--- config.mk ---
export PLATFORM = sky130hd
export DESIGN_NAME = pgp_port3
export DESIGN_NICKNAME = d
export VERILOG_FILES = /design/src/pgp_pkg.sv /design/src/pgp_pin_mux.sv /design/src/pgp_port3.sv /design/src/pgp_strap.sv
export SDC_FILE = /design/constraint.sdc
export NUM_CORES = 1
export LEC_CHECK = 0
export BUFFER_PORTS_ARGS = -buffer_cell sky130_fd_sc_hd__buf_2
export CELL_PAD_IN_SITES_DETAIL_PLACEMENT = 1
export CELL_PAD_IN_SITES_GLOBAL_PLACEMENT = 1
export CORE_ASPECT_RATIO = 1.25
export CORE_MARGIN = 10
export CORE_UTILIZATION = 35
export CTS_CLUSTER_DIAMETER = 200
export DETAILED_ROUTE_END_ITERATION = 12
export GPL_TIMING_DRIVEN = 1
export PLACE_DENSITY = 0.88
export REMOVE_ABC_BUFFERS = 1
export SYNTH_ARGS = -nofsm -noshare
export SYNTH_HDL_FRONTEND = slang
export SYNTH_SLANG_ARGS = --single-unit
--- constraint.sdc ---
create_clock -name clk -period 3.68 [get_ports clk]
set_input_delay 0.552 -clock clk [delete_from_list [all_inputs] [get_ports clk]]
set_output_delay 0.552 -clock clk [all_outputs]
set_load 0.02 [all_outputs]
--- src/pgp_pkg.sv ---
// pgp_pkg: register map, field layout and reset values of the port 3 block
// assumes word-aligned 32-bit AHB-Lite access, registers in the low half-word
package pgp_pkg;
   localparam logic [15:0] PGP_ADDR_OPEN_DRAIN = 16'hF1C6;
   localparam logic [15:0] PGP_ADDR_DATA       = 16'hFFC4;
   localparam logic [15:0] PGP_ADDR_DIRECTION  = 16'hFFC6;
   // printed offsets are not all word multiples: byte address is four times the index
   localparam logic [17:0] PGP_BYTE_OPEN_DRAIN = {PGP_ADDR_OPEN_DRAIN, 2'b00};
   localparam logic [17:0] PGP_BYTE_DATA       = {PGP_ADDR_DATA, 2'b00};
   localparam logic [17:0] PGP_BYTE_DIRECTION  = {PGP_ADDR_DIRECTION, 2'b00};
   localparam logic [17:0] PGP_BYTE_STRAP      = 18'h3FF00;
   localparam logic [15:0] PGP_RST_DATA        = 16'h0000;
   localparam logic [15:0] PGP_RST_DIRECTION   = 16'h0000;
   localparam logic [15:0] PGP_RST_OPEN_DRAIN  = 16'h0000;
   localparam logic [15:0] PGP_MASK_DATA       = 16'hFFFF;
   localparam logic [15:0] PGP_MASK_DIRECTION  = 16'hBFFF;
   localparam logic [15:0] PGP_MASK_OPEN_DRAIN = 16'h2FFF;
   localparam logic [15:0] PGP_MASK_PINS       = 16'hBFFF;
   localparam int          PGP_BIT_TIMER6_TOGGLE_OUT       = 1;
   localparam int          PGP_BIT_TIMER3_TOGGLE_OUT       = 3;
   localparam int          PGP_BIT_SYNC_MASTER_RX_SLAVE_TX        = 8;
   localparam int          PGP_BIT_SYNC_MASTER_TX_SLAVE_RX        = 9;
   localparam int          PGP_BIT_TXD         = 10;
   localparam int          PGP_BIT_RXD         = 11;
   localparam int          PGP_BIT_STROBE      = 12;
   localparam int          PGP_BIT_SCLK        = 13;
   localparam int          PGP_BIT_SYSTEM_CLOCK_OUT      = 15;
   localparam logic [1:0]  PGP_HTRANS_NONSEQ   = 2'b10;
   typedef enum logic [2:0] {
      PGP_IDLE  = 3'b001,
      PGP_WRITE = 3'b010,
      PGP_READ  = 3'b100
   } pgp_phase_e;
endpackage

--- src/pgp_pin_mux.sv ---
// pgp_pin_mux: per-line output value and driver enable
// assumes the alternate outputs rest high when their peripheral is idle
`timescale 1ns/1ps
`default_nettype none
module pgp_pin_mux (
   input  wire logic [15:0] latch,
   input  wire logic [15:0] dir,
   input  wire logic [15:0] odrain,
   input  wire logic [15:0] alt_out,
   input  wire logic [15:0] alt_oe,
   output logic      [15:0] pin_o,
   output logic      [15:0] pin_oe
);
   import pgp_pkg::*;
   wire [15:0] level;
   wire [15:0] drive;
   assign level  = latch & alt_out;                       // [RL5] [RL7]
   assign drive  = (dir | alt_oe) & PGP_MASK_PINS;         // [RL1] [RL3] [RL19]
   // open-drain lines release the pin on a high level instead of driving it
   assign pin_o  = level;
   assign pin_oe = drive & ~(odrain & level);              // [RL2] [RL20]
endmodule
`default_nettype wire

--- src/pgp_port3.sv ---
// pgp_port3: port 3 gpio with alternate functions, AHB-Lite register slave
// assumes a single AHB-Lite master, word transfers, synchronous pin inputs
// Operation
// [RL1] fifteen usable lines, each with its own direction bit
// [RL2] push-pull or open-drain per line, except lines 15, 14, 12
// [RL3] latch bit 14 exists but drives no pin
// [RL4] alternate inputs receive the sampled pin state
// [RL5] alternate output pin value is peripheral output ANDed with latch
// [RL6] software sets direction output and latch one for alternate outputs
// [RL7] idle alternate outputs rest high so latch alone decides
// [RL8] bidirectional alternate lines follow peripheral mode and software direction
// [RL9] clock output enables line 15 driver automatically
// [RL10] strobe on line 12 selected automatically after reset from strap
// [RL11] line 12 becomes gpio when strobe disabled by strap bits
// [RL12] strobe function enables line 12 driver regardless of direction
// [RL13] during bus hold line 12 returns to plain port function
// [RL14] software keeps line 12 direction zero so it floats in hold
// [RL15] timer 6, timer 3 toggles on lines 1, 3; async transmit line 10
// [RL16] lines 0,2,4,5,6,7 feed timer count, capture, up/down inputs
// [RL17] line 11 receives async data, drives it in synchronous mode
// [RL18] lines 8, 9, 13 carry sync serial data and shift clock
// [RL19] direction zero means input; all control bits clear at reset
// [RL20] open-drain bit one selects open drain; missing bits read zero
`timescale 1ns/1ps
`default_nettype none
module pgp_port3 (
   input  wire logic        clk,
   input  wire logic        sys_rst,
   input  wire logic        hsel,
   input  wire logic [31:0] haddr,
   input  wire logic [1:0]  htrans,
   input  wire logic        hwrite,
   input  wire logic [2:0]  hsize,
   input  wire logic [31:0] hwdata,
   input  wire logic        hready,
   output logic      [31:0] hrdata,
   output logic             hreadyout,
   output logic             hresp,
   input  wire logic [15:0] pin_i,
   output logic      [15:0] pin_o,
   output logic      [15:0] pin_oe,
   input  wire logic        timer6_toggle_out,
   input  wire logic        timer3_toggle_out,
   input  wire logic        async_serial_tx,
   input  wire logic        async_serial_rx_out,
   input  wire logic        async_serial_rx_oe,
   input  wire logic        sync_master_rx_slave_tx,
   input  wire logic        sync_master_tx_slave_rx,
   input  wire logic        sync_clock_out,
   input  wire logic        high_byte_write_strobe,
   input  wire logic        system_clock_out,
   input  wire logic        system_clock_out_en,
   input  wire logic        byte_strobe_disable,
   input  wire logic        write_strobe_config,
   input  wire logic        bus_hold,
   output logic             compare_timer0_count_in,
   output logic             capture_in,
   output logic             timer3_updown_in,
   output logic             timer4_count_in,
   output logic             timer3_count_in,
   output logic             timer2_count_in,
   output logic             async_serial_rx,
   output logic             sync_master_rx_slave_tx_in,
   output logic             sync_master_tx_slave_rx_in,
   output logic             sync_clock_in
);
   import pgp_pkg::*;

   logic [15:0] data_q;
   logic [15:0] dir_q;
   logic [15:0] od_q;
   logic [15:0] in_q;
   logic [17:0] addr_q;
   logic [31:0] rdata_q;
   pgp_phase_e  phase_q;
   logic        strobe_sel;

   function automatic logic [15:0] pgp_rd(input logic [17:0] a, input logic [15:0] d,
                                          input logic [15:0] r, input logic [15:0] o,
                                          input logic [15:0] i);
      logic [15:0] v;
      v = 16'h0000;
      if (a == PGP_BYTE_DATA) v = d;
      if (a == PGP_BYTE_DIRECTION) v = r;
      if (a == PGP_BYTE_OPEN_DRAIN) v = o;
      if (a == PGP_BYTE_STRAP) v = i;
      return v;
   endfunction

   wire        take     = hsel & hready & (htrans == PGP_HTRANS_NONSEQ);
   wire [17:0] word_adr = {haddr[17:2], 2'b00};
   wire        wr_data  = (phase_q == PGP_WRITE) && (addr_q == PGP_BYTE_DATA);
   wire        wr_dir   = (phase_q == PGP_WRITE) && (addr_q == PGP_BYTE_DIRECTION);
   wire        wr_od    = (phase_q == PGP_WRITE) && (addr_q == PGP_BYTE_OPEN_DRAIN);
   // at the data address the read path returns the pin input latch for input lines and the data latch for output lines
   wire [15:0] rd_pins  = (in_q & ~dir_q) | (data_q & dir_q);
   wire [15:0] status   = {15'h0000, strobe_sel};
   wire [15:0] rd_val   = (word_adr == PGP_BYTE_DATA) ? rd_pins :
                          pgp_rd(word_adr, data_q, dir_q, od_q, status);

   // registers answer with zero wait states and always OKAY
   assign hreadyout = 1'b1;
   assign hresp     = 1'b0;
   assign hrdata    = rdata_q;

   always_ff @(posedge clk or posedge sys_rst) begin
      if (sys_rst) begin
         phase_q <= PGP_IDLE;
         addr_q  <= 18'h00000;
         rdata_q <= 32'h00000000;
      end else begin
         phase_q <= take ? (hwrite ? PGP_WRITE : PGP_READ) : PGP_IDLE;
         if (take) begin
            addr_q  <= word_adr;
            rdata_q <= hwrite ? rdata_q : {16'h0000, rd_val};
         end
      end
   end

   always_ff @(posedge clk or posedge sys_rst) begin
      if (sys_rst) begin
         data_q <= PGP_RST_DATA;                                   // [RL19]
         dir_q  <= PGP_RST_DIRECTION;
         od_q   <= PGP_RST_OPEN_DRAIN;
         in_q   <= 16'h0000;
      end else begin
         in_q <= pin_i;                                            // [RL4]
         if (wr_data) data_q <= hwdata[15:0] & PGP_MASK_DATA;      // [RL3]
         if (wr_dir)  dir_q  <= hwdata[15:0] & PGP_MASK_DIRECTION; // [RL1]
         if (wr_od)   od_q   <= hwdata[15:0] & PGP_MASK_OPEN_DRAIN; // [RL2] [RL20]
      end
   end

   pgp_strap u_strap (
      .clk                 (clk),
      .sys_rst             (sys_rst),
      .byte_strobe_disable (byte_strobe_disable),
      .write_strobe_config (write_strobe_config),
      .bus_hold            (bus_hold),
      .strobe_sel          (strobe_sel)
   );

   logic [15:0] alt_out;
   logic [15:0] alt_oe;
   always_comb begin
      alt_out = 16'hFFFF;                                          // [RL7]
      alt_oe  = 16'h0000;
      alt_out[PGP_BIT_TIMER6_TOGGLE_OUT]  = timer6_toggle_out;                 // [RL15]
      alt_out[PGP_BIT_TIMER3_TOGGLE_OUT]  = timer3_toggle_out;
      alt_out[PGP_BIT_TXD]    = async_serial_tx;
      alt_out[PGP_BIT_SYNC_MASTER_RX_SLAVE_TX]   = sync_master_rx_slave_tx;           // [RL18] [RL8]
      alt_out[PGP_BIT_SYNC_MASTER_TX_SLAVE_RX]   = sync_master_tx_slave_rx;
      alt_out[PGP_BIT_SCLK]   = sync_clock_out;
      alt_out[PGP_BIT_RXD]    = async_serial_rx_out;               // [RL17]
      alt_oe[PGP_BIT_RXD]     = async_serial_rx_oe;
      // strobe bypasses the latch: nothing can program it before first bus cycle
      alt_out[PGP_BIT_STROBE] = strobe_sel ? high_byte_write_strobe : 1'b1;
      alt_oe[PGP_BIT_STROBE]  = strobe_sel;                        // [RL12]
      alt_out[PGP_BIT_SYSTEM_CLOCK_OUT] = system_clock_out_en ? system_clock_out : 1'b1;
      alt_oe[PGP_BIT_SYSTEM_CLOCK_OUT]  = system_clock_out_en;               // [RL9]
   end

   // strobe and clock functions force their latch bit high so the peripheral alone decides
   wire [15:0] eff_latch = strobe_sel ? (data_q | 16'h1000) : data_q;
   wire [15:0] eff_latch2 = system_clock_out_en ? (eff_latch | 16'h8000) : eff_latch;

   pgp_pin_mux u_mux (
      .latch   (eff_latch2),
      .dir     (dir_q),
      .odrain  (od_q),
      .alt_out (alt_out),
      .alt_oe  (alt_oe),
      .pin_o   (pin_o),
      .pin_oe  (pin_oe)
   );

   // alternate inputs see the input latch, never the raw pin
   assign compare_timer0_count_in    = in_q[0];                    // [RL16] [RL4]
   assign capture_in                 = in_q[2];
   assign timer3_updown_in           = in_q[4];
   assign timer4_count_in            = in_q[5];
   assign timer3_count_in            = in_q[6];
   assign timer2_count_in            = in_q[7];
   assign sync_master_rx_slave_tx_in = in_q[PGP_BIT_SYNC_MASTER_RX_SLAVE_TX];         // [RL8]
   assign sync_master_tx_slave_rx_in = in_q[PGP_BIT_SYNC_MASTER_TX_SLAVE_RX];
   assign async_serial_rx            = in_q[PGP_BIT_RXD];
   assign sync_clock_in              = in_q[PGP_BIT_SCLK];
endmodule
`default_nettype wire

--- src/pgp_strap.sv ---
// pgp_strap: strobe selection on line 12 resampled every clock after reset release
// assumes the strap inputs are stable around reset
`timescale 1ns/1ps
`default_nettype none
module pgp_strap (
   input  wire logic clk,
   input  wire logic sys_rst,
   input  wire logic byte_strobe_disable,
   input  wire logic write_strobe_config,
   input  wire logic bus_hold,
   output logic      strobe_sel
);
   logic caught_q;
   logic enable_q;
   // the strap is sampled by a clocked process after release, not by the reset
   always_ff @(posedge clk or posedge sys_rst) begin
      if (sys_rst) begin
         caught_q <= 1'b0;
         enable_q <= 1'b0;
      end else if (!caught_q) begin
         caught_q <= 1'b1;
         enable_q <= ~byte_strobe_disable | write_strobe_config;   // [RL10]
      end else begin
         enable_q <= ~byte_strobe_disable | write_strobe_config;   // [RL11]
      end
   end
   assign strobe_sel = enable_q & ~bus_hold;                       // [RL13]
endmodule
`default_nettype wire

Yosys cells after proc, flatten, opt, wreduce, memory -nomap -nowiden
Index checks and enable logic that the tools add are counted.

storage, ports and cells
  flip-flop bits (word level) = 96
  input port bits = 104
  output and inout bits = 76
  word-level logic and storage cells = 47

cells by class
  eq/ne operators = 9
  multiplexer cells = 10
  bitwise operators = 16
  reduce and logical (&&, ||, !) cells = 4

operators with widths
  kind                                                 count
  equality test 16 bit, second input constant          7
  two-way mux 16 bit                                   5
  bitwise AND 16 bit                                   4
  NOT 16 bit                                           2
  bitwise OR 16 bit                                    2
  bitwise AND 14 x 16 -> 16 bit                        1
  two-way mux 13 bit                                   1
  two-way mux 3 bit                                    2
  bitwise AND 1 bit                                    3
  equality test 3 x 2 -> 1 bit, second input constant  1
  logical AND 1 bit                                    3
  NOT 1 bit                                            3
  equality test 2 bit, second input constant           1
  two-way mux 1 bit                                    2
  AND reduction 2 bit                                  1
  bitwise OR 1 bit                                     1

Depth between registers and ports, before layout
  word-level depth = 8
  mapped depth = 6
  mapped depth without buffers = 4

Modules after synthesis
Synthesis repeated with hierarchy kept, for this count alone.

unflattened totals
  cell total of the unflattened synthesis = 365
  area total of the unflattened synthesis = 4393.0 um^2

modules (own cells, without submodules)
  module       instances  cells each  area each (um^2)  sequential area each (um^2)
  pgp_port3    1          313         4007.6            2378.5
  pgp_pin_mux  1          48          336.6             0.0
  pgp_strap    1          4           48.8              25.0

Worst setup path before layout
No wires, ideal clock.

  path type = input port to flip-flop
  from = in haddr[2]
  to = reg rdata_q[15] (netlist: hrdata[15])
  setup time = 0.083 ns
  data arrival time = 1.845 ns
  required time = 3.597 ns
  setup slack = 1.753 ns
  stages = 4
  path through = or3b_1 > or4_1 > or3_1 > o21ai_0

between the ends
  cells in the longest elaborated chain, start to end = 5

ends and longest elaborated chain
  item                    line              source
  from (decl)             pgp_port3.sv:30   input wire logic [31:0] haddr,
  equality test 16 bit    pgp_port3.sv:84   if (a == PGP_BYTE_DIRECTION) v = r;
  two-way mux 16 bit      pgp_port3.sv:84
  two-way mux 16 bit      pgp_port3.sv:85   if (a == PGP_BYTE_OPEN_DRAIN) v = o;
  two-way mux 16 bit      pgp_port3.sv:86   if (a == PGP_BYTE_STRAP) v = i;
  two-way mux 16 bit (*)  pgp_port3.sv:98   wire [15:0] rd_val = (word_adr == PGP_BYTE_DATA) ? rd_pins :
  to (signal assigned)    pgp_port3.sv:115  rdata_q <= hwrite ? rdata_q : {16'h0000, rd_val};
  to (decl)               pgp_port3.sv:74   logic [31:0] rdata_q;

Mark *: on every way between the ends. The rest lies on a longest branch, timed or not.
A chain may end at the register's enable or synchronous reset.

Worst setup path in the final report
  from = reg addr_q[5]
  to = reg data_q[1]

between the ends
  cells in the longest elaborated chain, start to end = 2

ends and longest elaborated chain
  item                    line              source
  from (decl)             pgp_port3.sv:73   logic [17:0] addr_q;
  from (signal assigned)  pgp_port3.sv:114  addr_q <= word_adr;
  equality test 16 bit    pgp_port3.sv:92   wire wr_data = (phase_q == PGP_WRITE) && (addr_q == PGP_BYTE_DATA);
  logical AND 1 bit       pgp_port3.sv:92
  to (signal assigned)    pgp_port3.sv:128  if (wr_data) data_q <= hwdata[15:0] & PGP_MASK_DATA;
  to (decl)               pgp_port3.sv:69   logic [15:0] data_q;

Every way passes these cells.

==> results.sh <==
export IMPL_start_util_pct=35.6
export IMPL_path_max_fanout=9
export IMPL_synth_edf_count=0
export IMPL_numCtsBuffers=9
export IMPL_grt_pass1_vias=3603
export IMPL_maxCapViolations=0
export IMPL_rows=45
export IMPL_use_met2_pct=25.4
export IMPL_fin_nets=576
export IMPL_dr_first_iter_drc_count=75
export IMPL_dpl_hpwl_mm=9.31
export IMPL_clockBufferDepth=2
export IMPL_grt_busiest_layer="met2"
export IMPL_finalInstanceArea_sq_um=5330
export IMPL_ys_warn_count=0
export IMPL_yosysTopAreaCell="dfrtp_1"
export IMPL_dp_cells=625
export IMPL_combPwrFrac_pct=8.6
export IMPL_tns_ns=0
export IMPL_clk_latency_ns=0.33
export IMPL_wirelength_mm=12.3
export IMPL_ios=180
export IMPL_critical_path_required_ns=3.89
export IMPL_vias=3106
export IMPL_tightest_slew_ns=1.08
export IMPL_drtPass1Iterations=4
export IMPL_cts_sinks=96
export IMPL_grt_pass1_wl_mm=19.3
export IMPL_avgSynthCellArea_sq_um=12.3
export IMPL_cts_hold_buf=0
export IMPL_layoutNonFillerInstCount=641
export IMPL_fmax_mhz=420
export IMPL_placed_area_sq_um=5020
export IMPL_cts_root_buf="clkbuf_16"
export IMPL_met1_usage_pct=15.7
export IMPL_cts_tree="yes"
export IMPL_port_buffers=125
export IMPL_worstSetupPathType="reg -> reg"
export IMPL_antenna_cells=0
export IMPL_netSwitchingPower_uw=540
export IMPL_synthesis_area_sq_um=4330
export IMPL_synth_area_top_cells="dfrtp_1 (55%), mux2_2 (13%), buf_4 (4.7%)"
export IMPL_finalHoldViolCount=0
export IMPL_critPathLaunchType="register"
export IMPL_vias_per_cell=4.85
export IMPL_area_growth_pct=22.9
export IMPL_synth_seq_cells=96
export IMPL_crit_path_end_kind="register"
export IMPL_seqPwrFrac_pct=50.1
export IMPL_htree_levels=3
export IMPL_power_frac_clock_pct=41.3
export IMPL_ir_drop_v=0.000210
export IMPL_ys_seq_area_share_pct=55.5
export IMPL_die_x_um=120
export IMPL_grt_max_degree=55
export IMPL_intPower_uw=1770
export IMPL_fillCellCount=1398
export IMPL_synth_most_common_cell="dfrtp_1"
export IMPL_use_met3_pct=4.13
export IMPL_finalPower_uw=2310
export IMPL_synthCells=352
export IMPL_final_max_slew_viol_count=0
export IMPL_setup_viol=0
export IMPL_drive_above_1_share_pct=45.5
export IMPL_cp_arrival_ns=2.59
export IMPL_switching_share_pct=23.4
export IMPL_antenna_found_initial=0
export IMPL_core_sq_um=12200
export IMPL_post_route_period_util_pct=64.7
export IMPL_rsz0062_at_grt="false"
export IMPL_ant_nets=0
export IMPL_wire_per_inst_um=19.2
export IMPL_leakagePower_uw=0.00267
export IMPL_period_needed_ns=2.38
export IMPL_clk_pin_slew_ns=0.07
export IMPL_grt_total_usage_pct=14.0
export IMPL_synth_ff_type="dfrtp_1"
export IMPL_remaining_drc_errors=0
export IMPL_grt_overflow=0
export IMPL_hold_class="in -> async"
export IMPL_ys_async_sr_fraction_pct=100
export IMPL_netlist_area_leader_share_pct=54.9
export IMPL_p_per_area_nw_per_um2=433
export IMPL_gp_congestion=0.792
export IMPL_post_cts_buffers=0
export IMPL_synth_common_cells="dfrtp_1 (95), mux2_2 (51), o21ai_0 (39)"
export IMPL_status="complete, no violations"
export IMPL_cts_resized=0
export IMPL_die_area_sq_um=17300
export IMPL_relSlewSlack_pct=27.8
export IMPL_die_y_um=144
export IMPL_ys_types=40
export IMPL_skew_ns=0.0104
==> critical path, stage by stage (launching register included) <==
cell      delay [ns]
dfrtp_1         0.41
and4bb_2        0.30
nand4_1         0.14
nor4_4          0.74
buf_4           0.33
mux2_2          0.36
==> cell type report <==
type / instances / area, sq um / area share, %
Multi-Input combinational cell: 227 / 1710 / 32.0
Sequential cell: 96 / 2400 / 45.1
Timing Repair Buffer: 132 / 678 / 12.7
Clock buffer: 12 / 256 / 4.82
Inverter: 6 / 25.0 / 0.470
Clock inverter: 4 / 51.3 / 0.963
Tap cell: 164 / 205 / 3.85
==> stage by stage <==
step                      worst slack (ns)  utilization [%]  hold WS [ns]
final                                 1.30             43.8         0.322
after global routing                  1.23             43.8         0.299
after CTS                             1.29             43.8         0.309
after detailed placement              1.24             41.3         0.469
after global placement                1.25             41.3         0.457
after floorplan                      0.624                -         0.457
==> sequential cells by signal, indices dropped and copies added, names as in the netlist <==
name,flops
addr_q,16
data_q,16
dir_q,15
hrdata,16
in_q,16
od_q,13
phase_q,3
u_strap.enable_q,1
==> cells in the final DEF (no fill, tap or decap), drive strengths merged, types with 12 or more instances in the layout <==
cell / synthesis / layout
o21ai: 42 / 42
nand2: 19 / 19
buf: 30 / 132
a22oi: 12 / 12
dfrtp: 95 / 95
nand2b: 19 / 19
clkbuf: 10 / 12
a21boi: 12 / 12
mux2: 61 / 61
conb: 2 / 19
==> cell families after synthesis <==
logic type      synth area share [%]
mux                             16.7
buf+inv                         6.90
other cells                    0.173
flops                           55.5
simple gates                    10.3
compound gates                  10.5
==> power groups by stage <==
stage               registers, uW  clock network (uW)  logic, uW
finish                       1160                 953        197
global route                 1160                1040        219
CTS                          1150                 977        200
detailed placement           1170                   0        200
global placement             1170                   0        190
floorplan                    1160                   0        111
==> per-layer routing <==
layer / vias up / wire length (um) / part of all wire [%]
li1: 1436 / - / -
met1: 1560 / 5080 / 41
met2: 99 / 6430 / 52
met3: 11 / 639 / 5.2
met4: 0 / 138 / 1.1
met5: - / 0 / 0
==> worst paths after layout <==
kind / startpoint / endpoint / slack (ns) / cells after the start
min in group clk: pin_i[6] / in_q[6]$_DFF_PP0_ / 0.32 / 1
worst max register to register: addr_q[5]$_DFFE_PP0P_ / data_q[1]$_DFFE_PP0P_ / 1.30 / 5
worst max-delay path: addr_q[5]$_DFFE_PP0P_ / data_q[1]$_DFFE_PP0P_ / 1.30 / 5
worst min register to register: hrdata[6]$_DFFE_PP0P_ / hrdata[6]$_DFFE_PP0P_ / 0.48 / 2
max in group asynchronous: sys_rst / in_q[15]$_DFF_PP0_ / 2.52 / 3
worst min-delay path: sys_rst / addr_q[16]$_DFFE_PP0P_ / 0.32 / 2
Power figures use the tool's default switching activity.
